===== src/rtl/frcfg_map.svh =====
// register offsets, field positions, reset values and timing counts
// assumes a 100 MHz device clock and 8-bit command-code register access
`ifndef FRCFG_MAP_SVH
`define FRCFG_MAP_SVH

// register offsets
`define FRCFG_SFR_ADDR     8'hBD
`define FRCFG_ONB_ADDR     8'hBE

// reset values
`define FRCFG_SFR_RST      8'h00
`define FRCFG_ONB_RST      8'h00

// serious fault response control bit positions
`define FRCFG_SFR_BUCK_LS  4
`define FRCFG_SFR_BOOST_LS 5
`define FRCFG_SFR_BUCK_HB  6
`define FRCFG_SFR_BOOST_HB 7

// on-time and balance field positions
`define FRCFG_ONB_MIN_LSB  0
`define FRCFG_ONB_WITHIN   2
`define FRCFG_ONB_BETWEEN  3

// clock rate and minimum on-time figures
`define FRCFG_CLK_MHZ      100
`define FRCFG_TON0_NS      340
`define FRCFG_TON1_NS      280
`define FRCFG_TON2_NS      220
`define FRCFG_TON3_NS      180

// least time in ns to clock cycles, rounded up
`define FRCFG_NS2CYC(ns)   ((((ns) * `FRCFG_CLK_MHZ) + 999) / 1000)

`endif


===== src/rtl/frcfg_pkg.sv =====
// types shared by the fault response and on-time configuration block
// assumes frcfg_map.svh supplies all numeric constants
package frcfg_pkg;

  // latch-off state, gray along run -> latched -> rearm
  typedef enum logic [1:0] {
    FRCFG_RUN   = 2'h0,
    FRCFG_LATCH = 2'h1,
    FRCFG_REARM = 2'h3
  } frcfg_state_t;

  // detector reports and ordinary fault response requests
  typedef struct packed {
    logic ls_short;     // suspected low-side switch short
    logic hb_short;     // suspected high_voltage_bus short to ground
    logic noc_off;      // negative_overcurrent response wants switching off
    logic oc2_off;      // overcurrent_level2 response wants switching off
    logic uv_off;       // low_bus_undervoltage response wants switching off
  } frcfg_fault_t;

  // on-time and balance register layout
  typedef struct packed {
    logic [3:0] rsvd;
    logic       bal_between;
    logic       bal_within;
    logic [1:0] min_on;
  } frcfg_onb_t;

endpackage


===== src/rtl/frcfg_minon.sv =====
// minimum on-time pulse stretcher for the main switch
// assumes demand is a same-clock level and kill overrides the stretch
`timescale 1ns/1ps

module frcfg_minon (
  // clock, reset, enable
  input  wire logic       clk_i,
  input  wire logic       srst_i,
  input  wire logic       ce_i,
  // control
  input  wire logic       demand_i,
  input  wire logic       kill_i,
  input  wire logic [5:0] min_cyc_i,
  // pulse
  output logic            on_o
);

  logic       on_r;
  logic       on_nxt;
  logic [5:0] cnt_r;
  logic [5:0] cnt_nxt;

  // start loads the least length minus one, the pulse ends when both count and demand are done
  always_comb begin
    on_nxt  = on_r;
    cnt_nxt = cnt_r;
    if (kill_i) begin
      on_nxt  = 1'h0;
      cnt_nxt = 6'h00;
    end else if (!on_r) begin
      if (demand_i) begin
        on_nxt  = 1'h1;
        cnt_nxt = min_cyc_i - 6'h01;
      end
    end else begin
      if (cnt_r != 6'h00) begin
        cnt_nxt = cnt_r - 6'h01;
      end
      // the load of the least length minus one counts down to zero, so the pulse lasts it in full
      on_nxt = (cnt_r != 6'h00) || demand_i;
    end
  end

  // registers, frozen while the enable is low
  always_ff @(posedge clk_i) begin
    if (srst_i) begin
      on_r  <= 1'h0;
      cnt_r <= 6'h00;
    end else if (ce_i) begin
      on_r  <= on_nxt;
      cnt_r <= cnt_nxt;
    end
  end

  assign on_o = on_r;

endmodule


===== src/rtl/frcfg_top.sv =====
// serious fault response, minimum on-time and current balance configuration
// assumes detector and modulator inputs share clk_i; enable pins are asynchronous
`timescale 1ns/1ps

`include "frcfg_map.svh"

// How it works
// - bit4 clear, buck low-side short: fail low, switching latched off.
// - bit4 set, buck low-side short: fail released, follow negative overcurrent, undervoltage.
// - bit5 picks boost low-side short: latch-off with fail, or defer.
// - bit6 picks buck high bus short: latch-off with fail, or defer.
// - bit7 picks boost high bus short: latch-off with fail, or defer.
// - latched off until chip enable or switching enable is toggled.
// - bits 1:0 pick least pulse 340, 280, 220 or 180 ns.
// - least pulse applies to high side in buck, low side in boost.
// - bit2 enables balance within device, bit3 between devices.
// - on-time register is one byte, writable, resets to zero.
// - a failing serious fault stops switching and drives fail low.
module frcfg_top
  import frcfg_pkg::*;
(
  // clock, reset, enable
  input  wire logic         clk_i,
  input  wire logic         srst_i,
  input  wire logic         ce_i,
  // register access by command code
  input  wire logic         reg_wr_i,
  input  wire logic         reg_rd_i,
  input  wire logic [7:0]   reg_addr_i,
  input  wire logic [7:0]   reg_wdata_i,
  output logic [7:0]        reg_rdata_o,
  output logic              reg_ack_o,
  // enable pins, asynchronous
  input  wire logic         chip_en_i,
  input  wire logic         sw_en_i,
  // power stage status, same clock
  input  wire logic         dir_boost_i,
  input  wire frcfg_fault_t fault_i,
  input  wire logic         pwm_demand_i,
  // outputs to power stage and shutdown circuit
  output logic              system_fail_n_o,
  output logic              pwm_allow_o,
  output logic              hs_gate_o,
  output logic              ls_gate_o,
  output logic              bal_within_o,
  output logic              bal_between_o,
  output logic [5:0]        min_on_cyc_o
);

  // minimum on-time counts
  localparam logic [5:0] TON0_CYC = 6'(`FRCFG_NS2CYC(`FRCFG_TON0_NS));
  localparam logic [5:0] TON1_CYC = 6'(`FRCFG_NS2CYC(`FRCFG_TON1_NS));
  localparam logic [5:0] TON2_CYC = 6'(`FRCFG_NS2CYC(`FRCFG_TON2_NS));
  localparam logic [5:0] TON3_CYC = 6'(`FRCFG_NS2CYC(`FRCFG_TON3_NS));

  // decode the on-time field to cycles
  function automatic logic [5:0] ton_cycles(input logic [1:0] sel);
    logic [5:0] c;
    c = TON0_CYC;
    unique case (sel)
      2'h0: c = TON0_CYC;
      2'h1: c = TON1_CYC;
      2'h2: c = TON2_CYC;
      2'h3: c = TON3_CYC;
    endcase
    return c;
  endfunction

  // does this short latch off, given its control bit
  function automatic logic trips(input logic det, input logic defer_bit);
    return det && !defer_bit;
  endfunction

  // register state
  logic [7:0]   sfr_r;
  logic [7:0]   sfr_nxt;
  frcfg_onb_t   onb_r;
  frcfg_onb_t   onb_nxt;
  logic [7:0]   rdata_r;
  logic [7:0]   rdata_nxt;
  logic         ack_r;
  logic         ack_nxt;

  // enable pin synchronisers
  logic [2:0]   cen_sync_r;
  logic [2:0]   sen_sync_r;
  logic         cen_f_r;
  logic         cen_f_nxt;
  logic         sen_f_r;
  logic         sen_f_nxt;

  // latch-off state and outputs
  frcfg_state_t state_r;
  frcfg_state_t state_nxt;
  logic         fail_n_r;
  logic         fail_n_nxt;
  logic         allow_r;
  logic         allow_nxt;
  logic         hs_r;
  logic         hs_nxt;
  logic         ls_r;
  logic         ls_nxt;
  logic         bw_r;
  logic         bb_r;
  logic [5:0]   mcyc_r;

  // fault decisions
  logic         buck_ls_trip;
  logic         boost_ls_trip;
  logic         buck_hb_trip;
  logic         boost_hb_trip;
  logic         trip;
  logic         defer_stop;
  logic         en_both;
  logic         en_dropped;
  logic         main_on;

  // register writes and read answer
  always_comb begin
    sfr_nxt   = sfr_r;
    onb_nxt   = onb_r;
    rdata_nxt = rdata_r;
    ack_nxt   = 1'h0;
    if (reg_wr_i) begin
      if (reg_addr_i == `FRCFG_SFR_ADDR) begin
        sfr_nxt = reg_wdata_i;
      end
      if (reg_addr_i == `FRCFG_ONB_ADDR) begin
        onb_nxt = frcfg_onb_t'(reg_wdata_i);
      end
    end
    if (reg_rd_i) begin
      ack_nxt = 1'h1;
      if (reg_addr_i == `FRCFG_SFR_ADDR) begin
        rdata_nxt = sfr_r;
      end else if (reg_addr_i == `FRCFG_ONB_ADDR) begin
        rdata_nxt = onb_r;
      end else begin
        rdata_nxt = 8'h00;  // unmapped reads zero
      end
    end
  end

  // register file
  always_ff @(posedge clk_i) begin
    if (srst_i) begin
      sfr_r   <= `FRCFG_SFR_RST;
      onb_r   <= frcfg_onb_t'(`FRCFG_ONB_RST);
      rdata_r <= 8'h00;
      ack_r   <= 1'h0;
    end else if (ce_i) begin
      sfr_r   <= sfr_nxt;
      onb_r   <= onb_nxt;
      rdata_r <= rdata_nxt;
      ack_r   <= ack_nxt;
    end
  end

  // filtered enable levels change once stages two and three agree
  always_comb begin
    cen_f_nxt = cen_f_r;
    sen_f_nxt = sen_f_r;
    if (cen_sync_r[1] == cen_sync_r[2]) begin
      cen_f_nxt = cen_sync_r[2];
    end
    if (sen_sync_r[1] == sen_sync_r[2]) begin
      sen_f_nxt = sen_sync_r[2];
    end
  end

  // enable pin synchronisers
  always_ff @(posedge clk_i) begin
    if (srst_i) begin
      cen_sync_r <= 3'h0;
      sen_sync_r <= 3'h0;
      cen_f_r    <= 1'h0;
      sen_f_r    <= 1'h0;
    end else if (ce_i) begin
      cen_sync_r <= {cen_sync_r[1:0], chip_en_i};
      sen_sync_r <= {sen_sync_r[1:0], sw_en_i};
      cen_f_r    <= cen_f_nxt;
      sen_f_r    <= sen_f_nxt;
    end
  end

  assign en_both    = cen_f_r && sen_f_r;
  assign en_dropped = !cen_f_r || !sen_f_r;

  // per-fault latch-off decisions, steered by present direction
  // direction picks the bit
  assign buck_ls_trip  = !dir_boost_i && trips(fault_i.ls_short, sfr_r[`FRCFG_SFR_BUCK_LS]);
  assign boost_ls_trip = dir_boost_i && trips(fault_i.ls_short, sfr_r[`FRCFG_SFR_BOOST_LS]);
  assign buck_hb_trip  = !dir_boost_i && trips(fault_i.hb_short, sfr_r[`FRCFG_SFR_BUCK_HB]);
  assign boost_hb_trip = dir_boost_i && trips(fault_i.hb_short, sfr_r[`FRCFG_SFR_BOOST_HB]);
  assign trip          = buck_ls_trip || boost_ls_trip || buck_hb_trip || boost_hb_trip;

  // deferred shorts follow the ordinary responses
  always_comb begin
    defer_stop = 1'h0;
    if (fault_i.ls_short && !dir_boost_i) begin
      defer_stop = fault_i.noc_off || fault_i.uv_off;
    end
    if (fault_i.ls_short && dir_boost_i) begin
      defer_stop = defer_stop || fault_i.oc2_off || fault_i.uv_off;
    end
    if (fault_i.hb_short) begin
      defer_stop = defer_stop || fault_i.oc2_off || fault_i.uv_off;
    end
  end

  // latch-off sequencing
  always_comb begin
    state_nxt = state_r;
    unique case (state_r)
      FRCFG_RUN: begin
        if (trip) begin
          state_nxt = FRCFG_LATCH;
        end
      end
      FRCFG_LATCH: begin
        // wait for an enable to drop
        if (en_dropped) begin
          state_nxt = FRCFG_REARM;
        end
      end
      FRCFG_REARM: begin
        if (en_both) begin
          state_nxt = FRCFG_RUN;
        end
      end
      default: begin
        state_nxt = FRCFG_LATCH;
      end
    endcase
  end

  // outputs follow the next state so a trip shows one edge later
  always_comb begin
    fail_n_nxt = (state_nxt == FRCFG_RUN);
    allow_nxt  = (state_nxt == FRCFG_RUN) && en_both && !defer_stop;
    hs_nxt     = main_on && !dir_boost_i && allow_nxt;
    ls_nxt     = main_on && dir_boost_i && allow_nxt;
  end

  // minimum on-time stretcher for the main switch
  // least pulse from field
  frcfg_minon u_minon (
    .clk_i     (clk_i),
    .srst_i    (srst_i),
    .ce_i      (ce_i),
    .demand_i  (pwm_demand_i),
    .kill_i    (!allow_nxt),
    .min_cyc_i (ton_cycles(onb_r.min_on)),
    .on_o      (main_on)
  );

  // state and output registers
  always_ff @(posedge clk_i) begin
    if (srst_i) begin
      state_r  <= FRCFG_RUN;
      fail_n_r <= 1'h1;
      allow_r  <= 1'h0;
      hs_r     <= 1'h0;
      ls_r     <= 1'h0;
      bw_r     <= 1'h0;
      bb_r     <= 1'h0;
      mcyc_r   <= TON0_CYC;
    end else if (ce_i) begin
      state_r  <= state_nxt;
      fail_n_r <= fail_n_nxt;
      allow_r  <= allow_nxt;
      hs_r     <= hs_nxt;
      ls_r     <= ls_nxt;
      bw_r     <= onb_r.bal_within;
      bb_r     <= onb_r.bal_between;
      mcyc_r   <= ton_cycles(onb_r.min_on);
    end
  end

  assign reg_rdata_o     = rdata_r;
  assign reg_ack_o       = ack_r;
  assign system_fail_n_o = fail_n_r;
  assign pwm_allow_o     = allow_r;
  assign hs_gate_o       = hs_r;
  assign ls_gate_o       = ls_r;
  assign bal_within_o    = bw_r;
  assign bal_between_o   = bb_r;
  assign min_on_cyc_o    = mcyc_r;

  // helper: length of the current main pulse in enabled cycles
  logic [7:0] on_len_r;
  always_ff @(posedge clk_i) begin
    if (srst_i) begin
      on_len_r <= 8'h00;
    end else if (ce_i) begin
      on_len_r <= main_on ? 8'(on_len_r + 8'h01) : 8'h00;
    end
  end
endmodule


===== config.mk =====
export PLATFORM = sky130hd
export DESIGN_NAME = frcfg_top
export DESIGN_NICKNAME = d
export VERILOG_FILES = /design/src/rtl/frcfg_pkg.sv /design/src/rtl/frcfg_minon.sv /design/src/rtl/frcfg_top.sv
export VERILOG_INCLUDE_DIRS = /design/src /design/src/rtl
export SDC_FILE = /design/constraint.sdc
export NUM_CORES = 1
export LEC_CHECK = 0
export ABC_CLOCK_PERIOD_IN_PS = 3070
export BUFFER_PORTS_ARGS = -buffer_cell sky130_fd_sc_hd__buf_2
export CAP_MARGIN = 20
export CORE_MARGIN = 8
export CORE_UTILIZATION = 41
export CTS_CLUSTER_SIZE = 28
export DETAILED_ROUTE_END_ITERATION = 8
export SYNTH_ARGS = -nofsm -noshare
export SYNTH_HDL_FRONTEND = slang
export SYNTH_SLANG_ARGS = --single-unit

===== constraint.sdc =====
create_clock -name clk_i -period 3.07 [get_ports clk_i]
set_clock_uncertainty 0.2 [all_clocks]
set_input_delay 0.4605 -clock clk_i [delete_from_list [all_inputs] [get_ports clk_i]]
set_output_delay 0.4605 -clock clk_i [all_outputs]
set_load 0.05 [all_outputs]

==> out/results.tsv <==
metric	value	unit
critPathCaptureType	register	
drc	0	
cts_max_level	2	
fin_tns_setup	0	ns
syn_nets	285	
post_drt_wl_per_cell	14.7	um
grt_pass1_wl	8900	um
p_leak	1.12	nW
worstSkewPairLatency	0.31	ns
ant_nets	0	
dp_hpwl	3950	um
drt_iter0_markers	100	
final_common_cell	dfxtp_1	
clockBufferDepth	2	
num_rows	27	
grt-ovfl-total	0	
slew-limit-headroom	57.6	%
post-route-worst-setup-slack	0.873	ns
layout-drive-gt1-share	24.2	%
core_area	5540	um^2
initial_core_util	42.7	%
postCtsHoldBufs	0	
wirelength	5430	um
vias	1930	
ys_ff_latch	53	
synthFlopType	dfxtp_1	
fmax	455	MHz
tightest_slew	0.636	ns
global_route.peak_usage_layer	met2	
hold_path.class	primary input to register	
antenna_found_initial	0	
final_nets	330	
syn2layout_area_growth	17.0	%
status	completed	
synthArstFlopShare	0	%
seq_area_frac_synth	44.9	%
numClockSinks	53	
die_width	91.9	um
placed_cells	362	
worstSetupStartpointType	register	
yosys.area.top_type	dfxtp_1	
drt_pre_antenna_iters	4	
drv_cap	0	
synthDominantCellAreaShare	44.9	%
cts_inserted_buffers	5	
layout_common_cells	dfxtp_1 (53), buf_2 (49), nor2_1 (45)	
layout.cells.non_filler	370	
die_y	91.9	um
power.total	1.31	mW
grt_use_total	12.8	%
rsz0062_at_grt	false	
io_buffer_count	49	
syn_area_per_cell	9.38	um^2
syn_inst	252	
gp_congestion	0.787	
required	3.07	ns
met2_usage	20.1	%
r2r_start	u_minon.on_o$_SDFFE_PP0P_	
irDropWorstVdd	270	uV
clk_pin_slew_worst_paths	0.09	ns
grt_pass1_vias	1881	
crit_fanout	18	
die_area	8450	um^2
grt_max_degree	41	
hold_start	sw_en_i	
cts_tree	built	
setup_viol	0	
synth_cell_types	46	
worst-setup-path-type	register to register	
cts_root_buf	clkbuf_8	
preCtsSetupSlack	0.757	ns
use_met3	3.99	%
syn_area	2360	um^2
worstPathArrival	2.19	ns
yosys_warnings	0	
hold_viol_final	0	
cp-startpoint	u_minon.on_o$_SDFFE_PP0P_	
fill_cells	574	
cts_resized	0	
fin_crit_sh	71.6	%
postCtsSetupBuffers	0	
use_met1	16.1	%
power_density	473	nW/um^2
synth.area.top_cells	dfxtp_1 (45%), mux2i_1 (11%), nor2_1 (7.1%), a21oi_1 (3.2%), a211oi_1 (2.5%)	
io_pins	51	
period_needed	2.20	ns
hold_slack	0.181	ns
routed_via_density	5.22	
synth_edf_count	0	
timing.final.max_slew_violations	0	
diodes	0	
## final cells by class
| cell class | instances | area [um^2] | area share, % |
|---|---|---|---|
| clock inverters | 1 | 30.0 | 1.08 |
| inverters | 7 | 26.3 | 0.949 |
| multi-input cells | 177 | 1200 | 43.3 |
| repair buffers | 53 | 275 | 9.95 |
| flip-flops and latches | 53 | 1060 | 38.3 |
| well taps | 72 | 90.1 | 3.25 |
| clock buffers | 7 | 86.3 | 3.12 |
## flip-flops by register name, summed over array words and instances (netlist names)
signal           count
hs_gate_o            1
sen_f_r              1
bal_between_o        1
system_fail_n_o      1
bal_within_o         1
u_minon.on_o         1
cen_f_r              1
onb_r                8
pwm_allow_o          1
cen_sync_r           3
sen_sync_r           3
state_r              2
sfr_r                8
reg_rdata_o          8
u_minon.cnt_r        6
ls_gate_o            1
min_on_cyc_o         5
reg_ack_o            1
## logic make-up (layout without fill, tap and decap cells)
logic type / after synthesis / count (layout) / share of synthesized area (%)
compound gates: 58 / 58 / 18.5
xor+xnor: 1 / 1 / 0.370
fa+ha+maj: 3 / 3 / 1.59
buf+inv: 22 / 68 / 4.44
flops: 53 / 53 / 44.9
mux: 27 / 27 / 11.4
other cells: 1 / 1 / 0.159
simple gates: 87 / 87 / 18.6
## final timing paths
kind | to | slack (ns) | cells after the start
worst max-delay path | u_minon.cnt_r[4]$_SDFFE_PP0P_ | 0.87 | 6
worst min-delay path | sen_sync_r[0]$_SDFFE_PP0P_ | 0.18 | 3
worst max register to register | u_minon.cnt_r[4]$_SDFFE_PP0P_ | 0.87 | 6
worst min register to register | ls_gate_o$_SDFFE_PP0P_ | 0.27 | 2
## power by group
part           internal, mW  leakage (nW)  switching, mW
Sequential            0.699         0.430        0.00645
Clock                 0.266        0.0585          0.220
Combinational        0.0398         0.632         0.0791
## synthesized netlist by cell type, types with 2 or more instances
master and count:
or2_2 2, nor2_1 45, a22o_1 3, a21o_1 3
and2_1 3, dfxtp_1 53, a21oi_1 15, nand4b_1 3
mux2i_1 27, buf_1 2, nand2_1 12, clkbuf_1 8
ha_1 3, o21ai_0 6, nand4_1 2, inv_1 7
and3_1 4, a221o_1 4, a22oi_1 8, nor3_1 3
buf_4 4, a211oi_1 8, nand2b_1 4
## routing by layer
| layer | part of all wire (%) | vias up |
|---|---|---|
| met5 | 0 | - |
| met4 | 1.3 | 0 |
| met3 | 5.6 | 8 |
| met2 | 44 | 49 |
| met1 | 49 | 882 |
| li1 | - | 991 |
## worst max-delay path, stage by stage, from the launching register on
cell,delay [ns]
dfxtp_1,0.70
nor2_1,0.08
a21oi_1,0.14
ha_1,0.28
inv_1,0.10
o311a_1,0.29
a221o_1,0.29
## per-stage QoR
stage	util, %	cell area (um^2)
after floorplan	-	2360
after global placement	47.9	2650
after detailed placement	47.9	2650
after CTS	50.0	2770
after global routing	50.0	2770
final	50.0	2770
Power figures use the tool's default switching activity.
